===== config.mk =====
export PLATFORM = sky130hd
export DESIGN_NAME = ifp_ctrl
export DESIGN_NICKNAME = d
export VERILOG_FILES = /design/src/shared/ifp_pkg.sv /design/src/core/ifp_ctrl.sv
export SDC_FILE = /design/constraint.sdc
export NUM_CORES = 1
export LEC_CHECK = 0
export ABC_AREA = 1
export ABC_CLOCK_PERIOD_IN_PS = 3900
export BUFFER_PORTS_ARGS = -buffer_cell sky130_fd_sc_hd__buf_2
export CELL_PAD_IN_SITES_DETAIL_PLACEMENT = 1
export CELL_PAD_IN_SITES_GLOBAL_PLACEMENT = 2
export CORE_ASPECT_RATIO = 0.5
export CORE_MARGIN = 5
export CORE_UTILIZATION = 38
export CTS_BUF_LIST = sky130_fd_sc_hd__clkbuf_2 sky130_fd_sc_hd__clkbuf_4 sky130_fd_sc_hd__clkbuf_8
export DETAILED_ROUTE_END_ITERATION = 6
export PLACE_DENSITY = 0.9
export SETUP_SLACK_MARGIN = 0.15
export SYNTH_ARGS = -nofsm -noshare
export SYNTH_HDL_FRONTEND = slang
export SYNTH_SLANG_ARGS = --single-unit

===== constraint.sdc =====
create_clock -name clk_sys -period 3.9 [get_ports clk_sys]
set_input_delay 0.39 -clock clk_sys [delete_from_list [all_inputs] [get_ports clk_sys]]
set_output_delay 0.39 -clock clk_sys [all_outputs]
set_load 0.02 [all_outputs]

===== src/shared/ifp_pkg.sv =====
// Purpose: shared constants and types for the flash programming control block
// Assumes: 8-bit registers, one per 32-bit Wishbone word, low byte lane
// Notes:   offsets are byte addresses
package ifp_pkg;

  // register byte offsets
  localparam logic [7:0] OFS_MAIN_CTRL  = 8'h00;
  localparam logic [7:0] OFS_RST_PAT    = 8'h04;
  localparam logic [7:0] OFS_BUF_CLR    = 8'h08;
  localparam logic [7:0] OFS_ADDR_LOW   = 8'h0C;
  localparam logic [7:0] OFS_ADDR_HIGH  = 8'h10;
  localparam logic [7:0] OFS_DATA_BASE  = 8'h14;
  localparam logic [7:0] OFS_DATA_LAST  = 8'h30;

  // main control field positions
  localparam int unsigned BIT_ENABLED   = 7;
  localparam int unsigned BIT_MODE_HI   = 6;
  localparam int unsigned BIT_MODE_LO   = 4;
  localparam int unsigned BIT_TRIGGER   = 3;
  localparam int unsigned BIT_WRITE_GO  = 2;
  localparam int unsigned BIT_READ_EN   = 1;
  localparam int unsigned BIT_READ_GO   = 0;

  // reset values and special values
  localparam logic [7:0] RST_VAL        = 8'h00;
  localparam logic [7:0] CHIP_RST_KEY   = 8'h55;
  localparam logic [15:0] BUF_CLR_VAL   = 16'h0000;

  // enable pattern for word1 low .. word3 high
  localparam logic [47:0] ENABLE_KEY    = 48'h40_C3_09_0D_04_00;

  // timing
  localparam int unsigned CLK_MHZ        = 100;
  localparam int unsigned PROC_TIME_US   = 64;
  localparam int unsigned PROC_CYC       = PROC_TIME_US * CLK_MHZ;
  localparam int unsigned WRITE_TIME_US  = 2200;
  localparam int unsigned WRITE_CYC      = WRITE_TIME_US * CLK_MHZ;
  localparam int unsigned READ_CYC       = 4;

  typedef enum logic [2:0] {
    MODE_WRITE  = 3'b000,
    MODE_ERASE  = 3'b001,
    MODE_READ   = 3'b011,
    MODE_ENABLE = 3'b110
  } ifp_mode_t;

  typedef enum logic [1:0] {
    ST_IDLE  = 2'b00,
    ST_BUSY  = 2'b01,
    ST_CLEAR = 2'b10
  } ifp_state_t;

  // flash operation request to the array
  typedef struct packed {
    logic       erase;
    logic       write;
    logic       read;
  } ifp_op_t;

endpackage : ifp_pkg


===== src/core/ifp_ctrl.sv =====
// Purpose: in-application flash programming register block and sequencer
// Assumes: classic Wishbone slave, 8-bit registers in the low byte lane
// Notes:   flash array sits outside; this block drives its requests
// Contract
// - processor is held while a flash read, write or erase runs
// - reset pattern register resets to zero; writing 55h resets the chip
// - buffer clear bit starts a clear; hardware drops it when done
// - buffer clear bits 7..1 read zero; only bit 0 writable, resets 0
// - address low byte plus variant-width high bits; unused read zero
// - writing word0 low only stores it, nothing enters the buffer
// - writing word0 high with the enabled flag set loads the word into the buffer, then bumps address
// - words one to three are read/write byte pairs resetting to zero
// - successful enable procedure sets the enabled flag; needed for erase/write
// - erase and write are refused until the enable procedure succeeds
// - mode codes: write 000, erase 001, read 011, enable 110
// - enable needs 00,04,0D,09,C3,40 in word1..3 bytes before timeout
// - software may clear the enabled flag; writing one does nothing
// - buffer address stops at the page's last word
`timescale 1ns/1ps
`default_nettype none
module ifp_ctrl #(
  parameter int unsigned ADDR_HI_W = 6,
  parameter int unsigned PAGE_W    = 6,
  parameter int unsigned PROC_CNT  = ifp_pkg::PROC_CYC,
  parameter int unsigned WRITE_CNT = ifp_pkg::WRITE_CYC
) (
  // clock and reset
  input  wire logic        clk_sys,
  input  wire logic        nrst,
  // wishbone slave
  input  wire logic        wb_cyc_i,
  input  wire logic        wb_stb_i,
  input  wire logic        wb_we_i,
  input  wire logic [7:0]  wb_adr_i,
  input  wire logic [3:0]  wb_sel_i,
  input  wire logic [31:0] wb_dat_i,
  output logic [31:0]      wb_dat_o,
  output logic             wb_ack_o,
  // flash array side
  input  wire logic        flash_done,
  input  wire logic [15:0] flash_rdata,
  output ifp_pkg::ifp_op_t flash_op,
  output logic [15:0]      flash_word,
  // system
  output logic             cpu_hold,
  output logic             chip_reset_req
);

  localparam int unsigned AW = 8 + ADDR_HI_W;
  localparam int unsigned PW = 1 << PAGE_W;
  localparam int unsigned CW = 32;

  // register state
  logic [7:0]            main_flash_control, next_main;
  logic [7:0]            chip_reset_pattern, next_rst_pat;
  logic                  buffer_clear_go, next_clr_go;
  logic [AW-1:0]         flash_addr, next_addr;
  logic [7:0]            data_reg [8];
  logic [7:0]            next_data [8];
  logic [15:0]           wbuf [PW];
  logic [15:0]           next_wbuf [PW];
  logic [CW-1:0]         proc_cnt, next_proc_cnt;
  logic [CW-1:0]         op_cnt, next_op_cnt;
  logic [PAGE_W-1:0]     clr_idx, next_clr_idx;
  ifp_pkg::ifp_state_t   state, next_state;
  logic                  ack, next_ack;
  logic [31:0]           rdat, next_rdat;
  logic                  hold, next_hold;
  logic                  crst, next_crst;
  ifp_pkg::ifp_op_t      op, next_op;
  logic [15:0]           fword, next_fword;

  logic                  acc, wr;
  logic                  en_keep, en_set;
  logic [7:0]            wbyte, rbyte;
  logic [2:0]            mode;
  logic [47:0]           key_bytes;
  logic [PAGE_W-1:0]     page_idx;

  assign acc      = wb_cyc_i && wb_stb_i && !ack;
  assign wr       = acc && wb_we_i && wb_sel_i[0];
  assign wbyte    = wb_dat_i[7:0];
  assign mode     = main_flash_control[ifp_pkg::BIT_MODE_HI:
                                       ifp_pkg::BIT_MODE_LO];
  assign page_idx = flash_addr[PAGE_W-1:0];
  assign key_bytes = {data_reg[7], data_reg[6], data_reg[5],
                      data_reg[4], data_reg[3], data_reg[2]};

  // read mux, reserved bits zero
  always_comb begin
    rbyte = 8'h00;
    unique case (wb_adr_i)
      ifp_pkg::OFS_MAIN_CTRL: rbyte = main_flash_control;
      ifp_pkg::OFS_RST_PAT:   rbyte = chip_reset_pattern;
      ifp_pkg::OFS_BUF_CLR:   rbyte = {7'h00, buffer_clear_go};
      ifp_pkg::OFS_ADDR_LOW:  rbyte = flash_addr[7:0];
      ifp_pkg::OFS_ADDR_HIGH: rbyte = 8'(flash_addr[AW-1:8]);
      default: begin
        if (wb_adr_i >= ifp_pkg::OFS_DATA_BASE &&
            wb_adr_i <= ifp_pkg::OFS_DATA_LAST &&
            wb_adr_i[1:0] == 2'b00)
          rbyte = data_reg[3'((wb_adr_i - ifp_pkg::OFS_DATA_BASE) >> 2)];
      end
    endcase
  end

  // next-state: registers, sequencer and bus answer
  always_comb begin
    next_main     = main_flash_control;
    next_rst_pat  = chip_reset_pattern;
    next_clr_go   = buffer_clear_go;
    next_addr     = flash_addr;
    next_data     = data_reg;
    next_wbuf     = wbuf;
    next_proc_cnt = proc_cnt;
    next_op_cnt   = op_cnt;
    next_clr_idx  = clr_idx;
    next_state    = state;
    next_ack      = acc;
    next_rdat     = acc ? {24'h000000, rbyte} : 32'h0000_0000;
    next_crst     = 1'b0;
    next_op       = '0;
    next_fword    = fword;
    en_keep       = 1'b0;
    en_set        = 1'b0;

    // enable procedure timer
    if (main_flash_control[ifp_pkg::BIT_TRIGGER]) begin
      if (key_bytes == ifp_pkg::ENABLE_KEY &&
          mode == ifp_pkg::MODE_ENABLE) begin
        next_main[ifp_pkg::BIT_ENABLED] = 1'b1;
        next_main[ifp_pkg::BIT_TRIGGER] = 1'b0;
      end else if (proc_cnt == CW'(PROC_CNT - 1)) begin
        next_main[ifp_pkg::BIT_TRIGGER] = 1'b0;
      end else begin
        next_proc_cnt = proc_cnt + 1'b1;
      end
    end else begin
      next_proc_cnt = '0;
    end

    // software writes
    if (wr) begin
      unique case (wb_adr_i)
        ifp_pkg::OFS_MAIN_CTRL: begin
          // enabled flag: clear only, one ignored; a key match in
          // the same cycle still sets it, the hardware set wins
          en_keep = main_flash_control[ifp_pkg::BIT_ENABLED] &
                    wbyte[ifp_pkg::BIT_ENABLED];
          en_set  = next_main[ifp_pkg::BIT_ENABLED] &
                    ~main_flash_control[ifp_pkg::BIT_ENABLED];
          next_main = {en_keep | en_set, wbyte[6:0]};
          if (wbyte[ifp_pkg::BIT_TRIGGER] &&
              !main_flash_control[ifp_pkg::BIT_TRIGGER])
            next_proc_cnt = '0;
        end
        ifp_pkg::OFS_RST_PAT: begin
          next_rst_pat = wbyte;
          next_crst    = (wbyte == ifp_pkg::CHIP_RST_KEY);
        end
        ifp_pkg::OFS_BUF_CLR:
          if (wbyte[0] && state == ifp_pkg::ST_IDLE) begin
            next_clr_go  = 1'b1;
            next_clr_idx = '0;
            next_state   = ifp_pkg::ST_CLEAR;
          end
        ifp_pkg::OFS_ADDR_LOW:  next_addr[7:0] = wbyte;
        ifp_pkg::OFS_ADDR_HIGH:
          next_addr[AW-1:8] = wbyte[ADDR_HI_W-1:0];
        default: begin
          if (wb_adr_i >= ifp_pkg::OFS_DATA_BASE &&
              wb_adr_i <= ifp_pkg::OFS_DATA_LAST &&
              wb_adr_i[1:0] == 2'b00)
            next_data[3'((wb_adr_i - ifp_pkg::OFS_DATA_BASE) >> 2)] =
              wbyte;
          if (wb_adr_i == ifp_pkg::OFS_DATA_BASE + 8'h04 &&
              main_flash_control[ifp_pkg::BIT_ENABLED]) begin
            next_wbuf[page_idx] = {wbyte, data_reg[0]};
            if (page_idx != PAGE_W'(PW - 1))
              next_addr = flash_addr + 1'b1;
          end
        end
      endcase
    end

    // operation sequencer
    unique case (state)
      ifp_pkg::ST_IDLE: begin
        if (main_flash_control[ifp_pkg::BIT_WRITE_GO]) begin
          if (main_flash_control[ifp_pkg::BIT_ENABLED] &&
              (mode == ifp_pkg::MODE_WRITE ||
               mode == ifp_pkg::MODE_ERASE)) begin
            next_state   = ifp_pkg::ST_BUSY;
            next_op_cnt  = '0;
            next_op.write = (mode == ifp_pkg::MODE_WRITE);
            next_op.erase = (mode == ifp_pkg::MODE_ERASE);
            next_fword   = wbuf[0];
          end else begin
            next_main[ifp_pkg::BIT_WRITE_GO] = 1'b0;
          end
        end else if (main_flash_control[ifp_pkg::BIT_READ_GO]) begin
          if (main_flash_control[ifp_pkg::BIT_READ_EN] &&
              mode == ifp_pkg::MODE_READ) begin
            next_state  = ifp_pkg::ST_BUSY;
            next_op_cnt = '0;
            next_op.read = 1'b1;
          end else begin
            next_main[ifp_pkg::BIT_READ_GO] = 1'b0;
          end
        end
      end
      ifp_pkg::ST_BUSY: begin
        next_op_cnt = op_cnt + 1'b1;
        if (flash_done ||
            (main_flash_control[ifp_pkg::BIT_READ_GO] &&
             op_cnt >= CW'(ifp_pkg::READ_CYC - 1)) ||
            op_cnt >= CW'(WRITE_CNT - 1)) begin
          next_state = ifp_pkg::ST_IDLE;
          if (main_flash_control[ifp_pkg::BIT_READ_GO]) begin
            next_data[0] = flash_rdata[7:0];
            next_data[1] = flash_rdata[15:8];
          end else if (mode == ifp_pkg::MODE_WRITE) begin
            // a finished write empties the whole buffer
            for (int i = 0; i < PW; i++)
              next_wbuf[i] = ifp_pkg::BUF_CLR_VAL;           // auto clear
          end
          next_main[ifp_pkg::BIT_WRITE_GO] = 1'b0;
          next_main[ifp_pkg::BIT_READ_GO]  = 1'b0;
        end
      end
      ifp_pkg::ST_CLEAR: begin
        // one buffer word per cycle, busy bit drops at the last
        next_wbuf[clr_idx] = ifp_pkg::BUF_CLR_VAL;
        next_clr_idx       = clr_idx + 1'b1;
        if (clr_idx == PAGE_W'(PW - 1)) begin
          next_clr_go = 1'b0;
          next_state  = ifp_pkg::ST_IDLE;
        end
      end
      default: next_state = ifp_pkg::ST_IDLE;
    endcase

    // processor held while an operation runs
    next_hold = (next_state == ifp_pkg::ST_BUSY);
  end

  // register everything
  always_ff @(posedge clk_sys or negedge nrst) begin
    if (!nrst) begin
      main_flash_control <= ifp_pkg::RST_VAL;
      chip_reset_pattern <= ifp_pkg::RST_VAL;
      buffer_clear_go    <= 1'b0;
      flash_addr         <= '0;
      for (int i = 0; i < 8; i++)
        data_reg[i] <= ifp_pkg::RST_VAL;
      for (int i = 0; i < PW; i++)
        wbuf[i] <= ifp_pkg::BUF_CLR_VAL;
      proc_cnt <= '0;
      op_cnt   <= '0;
      clr_idx  <= '0;
      state    <= ifp_pkg::ST_IDLE;
      ack      <= 1'b0;
      rdat     <= 32'h0000_0000;
      hold     <= 1'b0;
      crst     <= 1'b0;
      op       <= '0;
      fword    <= 16'h0000;
    end else begin
      main_flash_control <= next_main;
      chip_reset_pattern <= next_rst_pat;
      buffer_clear_go    <= next_clr_go;
      flash_addr         <= next_addr;
      data_reg           <= next_data;
      wbuf               <= next_wbuf;
      proc_cnt           <= next_proc_cnt;
      op_cnt             <= next_op_cnt;
      clr_idx            <= next_clr_idx;
      state              <= next_state;
      ack                <= next_ack;
      rdat               <= next_rdat;
      hold               <= next_hold;
      crst               <= next_crst;
      op                 <= next_op;
      fword              <= next_fword;
    end
  end

  // outputs straight from flops
  assign wb_ack_o       = ack;
  assign wb_dat_o       = rdat;
  assign cpu_hold       = hold;
  assign chip_reset_req = crst;
  assign flash_op       = op;
  assign flash_word     = fword;

endmodule : ifp_ctrl
`default_nettype wire


* Word level (Yosys, flattened, before mapping)
Cells that the tools add are included.
** Operators by class
- $lt $le $gt $ge :: 10
- Equal/unequal tests :: 19
- Bitwise logic cells :: 12
- $add $sub $neg :: 5
- Reduce and logical (&&, ||, !) cells :: 44
- Multiplexer cells :: 85
** Operators with widths (number)
- 2-to-1 mux 1024 bit :: 6
- one-hot mux 1024 bit (2 select lines) :: 1
- bitwise AND 1024 bit :: 1
- bitwise mux 1024 bit :: 1
- NOT 1024 bit :: 1
- 2-to-1 mux 32 bit :: 10
- demux 16 bit (select 6 bit) :: 2
- 2-to-1 mux 64 bit :: 3
- 2-to-1 mux 16 bit :: 5
- adder 32 x 1 -> 32 bit (second input constant) :: 2
- bitwise mux 64 bit :: 1
- one-hot mux 32 bit (2 select lines) :: 1
- 2-to-1 mux 8 bit :: 7
- equality test 48 x 47 -> 1 bit (second input constant) :: 1
- one-hot mux 8 bit (5 select lines) :: 1
- equality test 32 x 13 -> 1 bit (second input constant) :: 1
- greater-or-equal comparator 32 x 18 -> 1 bit (second input constant) :: 1
- greater-or-equal comparator 32 x 2 -> 1 bit (second input constant) :: 1
- 2-to-1 mux 14 bit :: 2
- binary-select mux 8 bit (select 3 bit) :: 1
- demux 8 bit (select 3 bit) :: 1
- 2-to-1 mux 6 bit :: 4
- 2-to-1 mux 1 bit :: 22
- 2-to-1 mux 2 bit :: 11
- 44 further kinds :: 88
** Word-level totals
- Bits of input ports :: 66
- Logic and storage cells :: 265
- Output and inout bits :: 54
- Register bits after elaboration :: 1221

* Logic depth before layout (Yosys ltp)
- Depth after elaboration :: 13
- Depth in mapped cells :: 18

* Least setup slack after synthesis
OpenSTA, ideal clock, no wires.
- Path type :: input port to flip-flop
- From :: input wb_adr_i[2]
- To :: register with a tool-made name
- Cell stages on the path :: 12
- Slack :: 1577 ps
- Setup time :: 137 ps
- Path buffers :: 5
- Arrival time :: 2186 ps
- Path through :: buf_2 > inv_1 > buf_2 > buf_2 > ha_1 > buf_2 > inv_1 > nor3_1 > nand2_2 > buf_6 > nand2_1 > o21ai_0
** RTL lines
- from (decl) :: line ifp_ctrl.sv:34 : input wire logic [7:0] wb_adr_i,

==> results.json <==
{
  "max-vdd-ir-drop_mv": 0.230,
  "finalHoldViolCount": 0,
  "detail-route-antenna-nets": 0,
  "run_status": "complete, no violations",
  "design.die.area_sq_mm": 0.0374,
  "cts_buffers": 36,
  "port_buffers": 68,
  "vias": 11600,
  "worstPathArrival_ns": 2.99,
  "floorplan.initialDensity": 0.385,
  "rsz0062_at_grt": "no",
  "cts_post_setup_buffers_inserted": 0,
  "detail_route.drc_violations": 0,
  "gp_routability_congestion": 0.852,
  "layer_with_the_highest_usage_after_global_routing": "met2",
  "synthTopCellsByArea": "sky130_fd_sc_hd__dfrtp_1 42%, sky130_fd_sc_hd__nand2_1 15%, sky130_fd_sc_hd__o21ai_0 6.0%, sky130_fd_sc_hd__inv_1 5.8%, sky130_fd_sc_hd__nor2_1 5.8%",
  "ys_dominant_reg_cell": "sky130_fd_sc_hd__dfrtp_1",
  "timing.setup.tns_ns": 0,
  "boundaryPins": 120,
  "drive_gt1_frac": 0.110,
  "num-fill-cells": 4237,
  "grt_util_met2": 0.363,
  "crit_path_start_kind": "flip-flop",
  "worst_skew_pair.late_latency_ns": 0.57,
  "timing.slew.headroom": 0.351,
  "final_cell_mix": "509 x sky130_fd_sc_hd__nand2_1, 213 x sky130_fd_sc_hd__dfrtp_1, 197 x sky130_fd_sc_hd__inv_1",
  "netlist_area_sq_mm": 0.0127,
  "timing.hold.worst.start": "flash_rdata[4]",
  "core-area_sq_mm": 0.0330,
  "synth_largest_area_cell": "sky130_fd_sc_hd__dfrtp_1",
  "routed_via_density": 5.06,
  "drt_iter0_drc": 812,
  "final.setup.worst_slack_ns": 1.36,
  "global_route.usage.met1": 0.282,
  "total_leakage_power_uw": 0.00694,
  "r2r-start": "op_cnt[0]",
  "placement.cell_area_sq_mm": 0.0133,
  "gr-usage-all-layers": 0.211,
  "timing.critical_path.required_ns": 4.35,
  "grt_start_max_net_pins": 85,
  "drt-pass1-iter-count": 6,
  "slew_at_the_pin_with_the_worst_max_slew_slack_ns": 0.972,
  "cp-end-kind": "flip-flop",
  "min-delay-path-class": "primary input to flip-flop",
  "h-tree-depth": 2,
  "final_util": 0.426,
  "path_delay_family": "simple AND/OR/NAND/NOR gates",
  "cts_tree": "done",
  "setup_viol": 0,
  "dpl_worst_slack_ns": 1.07,
  "yosys_register_bits": 213,
  "skew_ns": 0.0218,
  "grt_remaining_overflow": 0,
  "worst_hold_path.endpoint": "data_reg[60]",
  "first_global_vias": 12000,
  "synth_edf_count": 0,
  "crit_slowest_cell": "sky130_fd_sc_hd__dfrtp_1",
  "wl_per_cell_microns": 17.1,
  "crit_type": "flip-flop to flip-flop",
  "cp_common_cell": "sky130_fd_sc_hd__nand2_1",
  "grt_pass1_wl_microns": 64200,
  "post-route-min-period_ns": 2.54,
  "worstPathMaxFanout": 17,
  "final_net_count": 1907,
  "final_area_sq_mm": 0.0141,
  "wirelength_microns": 39300,
  "ys_warn_count": 0,
  "layout_commonest_cell": "sky130_fd_sc_hd__nand2_1",
  "die_x_microns": 269,
  "root_buffer": "sky130_fd_sc_hd__clkbuf_8",
  "unique_masters_post_synth": 49,
  "fin_crit_sh": 0.651,
  "die-height_microns": 139,
  "max_clock_freq_mhz": 394,
  "met3_usage": 0.0356,
  "cts.reportedPaths.clkPinSlew_ns": 0.07,
  "pwr_per_cell_area_mw_per_mm2": 397,
  "synth_sequential_area_ratio": 0.419,
  "antenna_cells": 0,
  "r2r_cells": 12,
  "reg2reg_slack_ns": 1.36,
  "max_stage_delay_ns": 0.46,
  "floorplan.rows": 47,
  "area_growth_pct": 10.7,
  "clock_sinks": 213,
  "postSynthAreaPerCell_sq_um": 7.16,
  "post-synth-top-area-fraction": 0.419,
  "dp_hpwl_microns": 28300,
  "antenna_found_initial": 0,
  "timing.critical_path.cells": "ha_1 -> nand2_1 -> nor2_4 -> nand2_1 -> nand2_1 -> nand2_1 -> nand2_1 -> nand2_1 -> nand2_2 -> nand2_2 -> nand3_1 -> nand2_1",
  "ctsLongestPathBuffers": 3,
  "worst_hold_path.num_cells": 3,
  "timing.final.max_slew_violations": 0,
  "critical_path_buf_inv_count": 0,
  "syn-instance-count": 1775,
  "capture_instance_of_the_worst_register_to_register_path": "data_reg[53]",
  "ys_async_sr_fraction": 1.00,
  "timing.max_cap.violations": 0
}
## where the power goes
group | switching (uW) | total, uW | internal, uW
registers | 76.7 | 2380 | 2300
clock network | 992 | 2300 | 1310
logic | 682 | 907 | 225
## area by class of cell
| class | count | area (sq um) | share of cell area |
|---|---|---|---|
| inverter | 207 | 778 | 0.0553 |
| clock inverter | 8 | 95.1 | 0.00675 |
| tap | 441 | 552 | 0.0392 |
| sequential | 213 | 5330 | 0.378 |
| timing repair buffer | 79 | 448 | 0.0318 |
| multi-input combinational | 1291 | 6160 | 0.437 |
| clock buffer | 55 | 719 | 0.0511 |
## synthesized netlist by cell type, types with 3 or more instances
| cell | n |
|---|---|
| sky130_fd_sc_hd__nor2_1 | 196 |
| sky130_fd_sc_hd__ha_1 | 13 |
| sky130_fd_sc_hd__inv_1 | 197 |
| sky130_fd_sc_hd__nand3_2 | 3 |
| sky130_fd_sc_hd__o21ai_1 | 26 |
| sky130_fd_sc_hd__nor4_1 | 7 |
| sky130_fd_sc_hd__clkinv_1 | 3 |
| sky130_fd_sc_hd__nor2_4 | 7 |
| sky130_fd_sc_hd__clkbuf_1 | 28 |
| sky130_fd_sc_hd__xor2_1 | 33 |
| sky130_fd_sc_hd__a31oi_1 | 3 |
| sky130_fd_sc_hd__buf_2 | 18 |
| sky130_fd_sc_hd__or2_2 | 7 |
| sky130_fd_sc_hd__nand3_1 | 90 |
| sky130_fd_sc_hd__o21ai_2 | 8 |
| sky130_fd_sc_hd__a211oi_1 | 4 |
| sky130_fd_sc_hd__nor3_1 | 50 |
| sky130_fd_sc_hd__a21oi_1 | 34 |
| sky130_fd_sc_hd__xnor2_1 | 4 |
| sky130_fd_sc_hd__dfrtp_1 | 213 |
| sky130_fd_sc_hd__nand2_2 | 14 |
| sky130_fd_sc_hd__o21ai_0 | 152 |
| sky130_fd_sc_hd__nand2_1 | 509 |
| sky130_fd_sc_hd__inv_2 | 6 |
| sky130_fd_sc_hd__nor2_2 | 7 |
| sky130_fd_sc_hd__buf_6 | 8 |
| sky130_fd_sc_hd__nor3b_1 | 3 |
| sky130_fd_sc_hd__o22ai_1 | 14 |
| sky130_fd_sc_hd__nand4_1 | 61 |
| sky130_fd_sc_hd__buf_4 | 30 |
| sky130_fd_sc_hd__o211ai_1 | 3 |
| sky130_fd_sc_hd__nand3b_1 | 3 |
| sky130_fd_sc_hd__nand2_4 | 3 |
## repair_timing
item                                   CTS  global route
resized for setup                        0             0
endpoints found under the hold margin   81             0
setup endpoints to repair                0             0
hold buffers                             1             0
## routing by layer
metal / wire, microns / up-vias
met5: 0 / -
met4: 723 / 0
met3: 1430 / 55
met2: 19000 / 163
met1: 18200 / 5626
li1: - / 5755
## stage by stage
step	hold WS [ns]	cells	total power [uW]
finish	0.0554	2294	5590
global route	0.0233	2294	5910
CTS	0.0193	2294	5680
detailed placement	0.452	2230	3330
global placement	0.447	2230	3310
floorplan	0.0944	1798	3010
## worst max path at each step
| stage | end | start | cells past startpoint | slack, ns |
|---|---|---|---|---|
| floorplan | flip-flop | wb_adr_i[2] | 12 | 1.58 |
| finish | data_reg[53] | op_cnt[0] | 12 | 1.36 |
| global placement | wbuf[1018] | wb_adr_i[2] | 12 | 1.15 |
| global route | data_reg[53] | op_cnt[0] | 12 | 1.15 |
| CTS | data_reg[53] | op_cnt[0] | 12 | 1.35 |
| detailed placement | wbuf[1017] | wb_adr_i[2] | 12 | 1.07 |
## worst reg2reg max path, cell delays in order, from the launching register on
cell and delay (ns):
sky130_fd_sc_hd__dfrtp_1 0.46, sky130_fd_sc_hd__ha_1 0.33, sky130_fd_sc_hd__nand2_1 0.15, sky130_fd_sc_hd__nor2_4 0.20, sky130_fd_sc_hd__nand2_1 0.11, sky130_fd_sc_hd__nand2_1 0.07
sky130_fd_sc_hd__nand2_1 0.05, sky130_fd_sc_hd__nand2_1 0.05, sky130_fd_sc_hd__nand2_1 0.10, sky130_fd_sc_hd__nand2_2 0.31, sky130_fd_sc_hd__nand2_2 0.32, sky130_fd_sc_hd__nand3_1 0.19
sky130_fd_sc_hd__nand2_1 0.08
## cell families (layout without fill, tap and decap cells)
kind of cell / count (synthesis) / after routing / share of synthesized area
and+or+nand+nor: 967 / 967 / 0.334
DFF: 213 / 213 / 0.419
AOI/OAI and AO/OA: 250 / 250 / 0.105
buffers and inverters: 294 / 349 / 0.103
xor gates and xnor gates: 37 / 37 / 0.0255
adders and majority gates: 13 / 13 / 0.0128
other: 1 / 24 / 0.000295
Note: power is estimated with default switching activity, not from simulation.
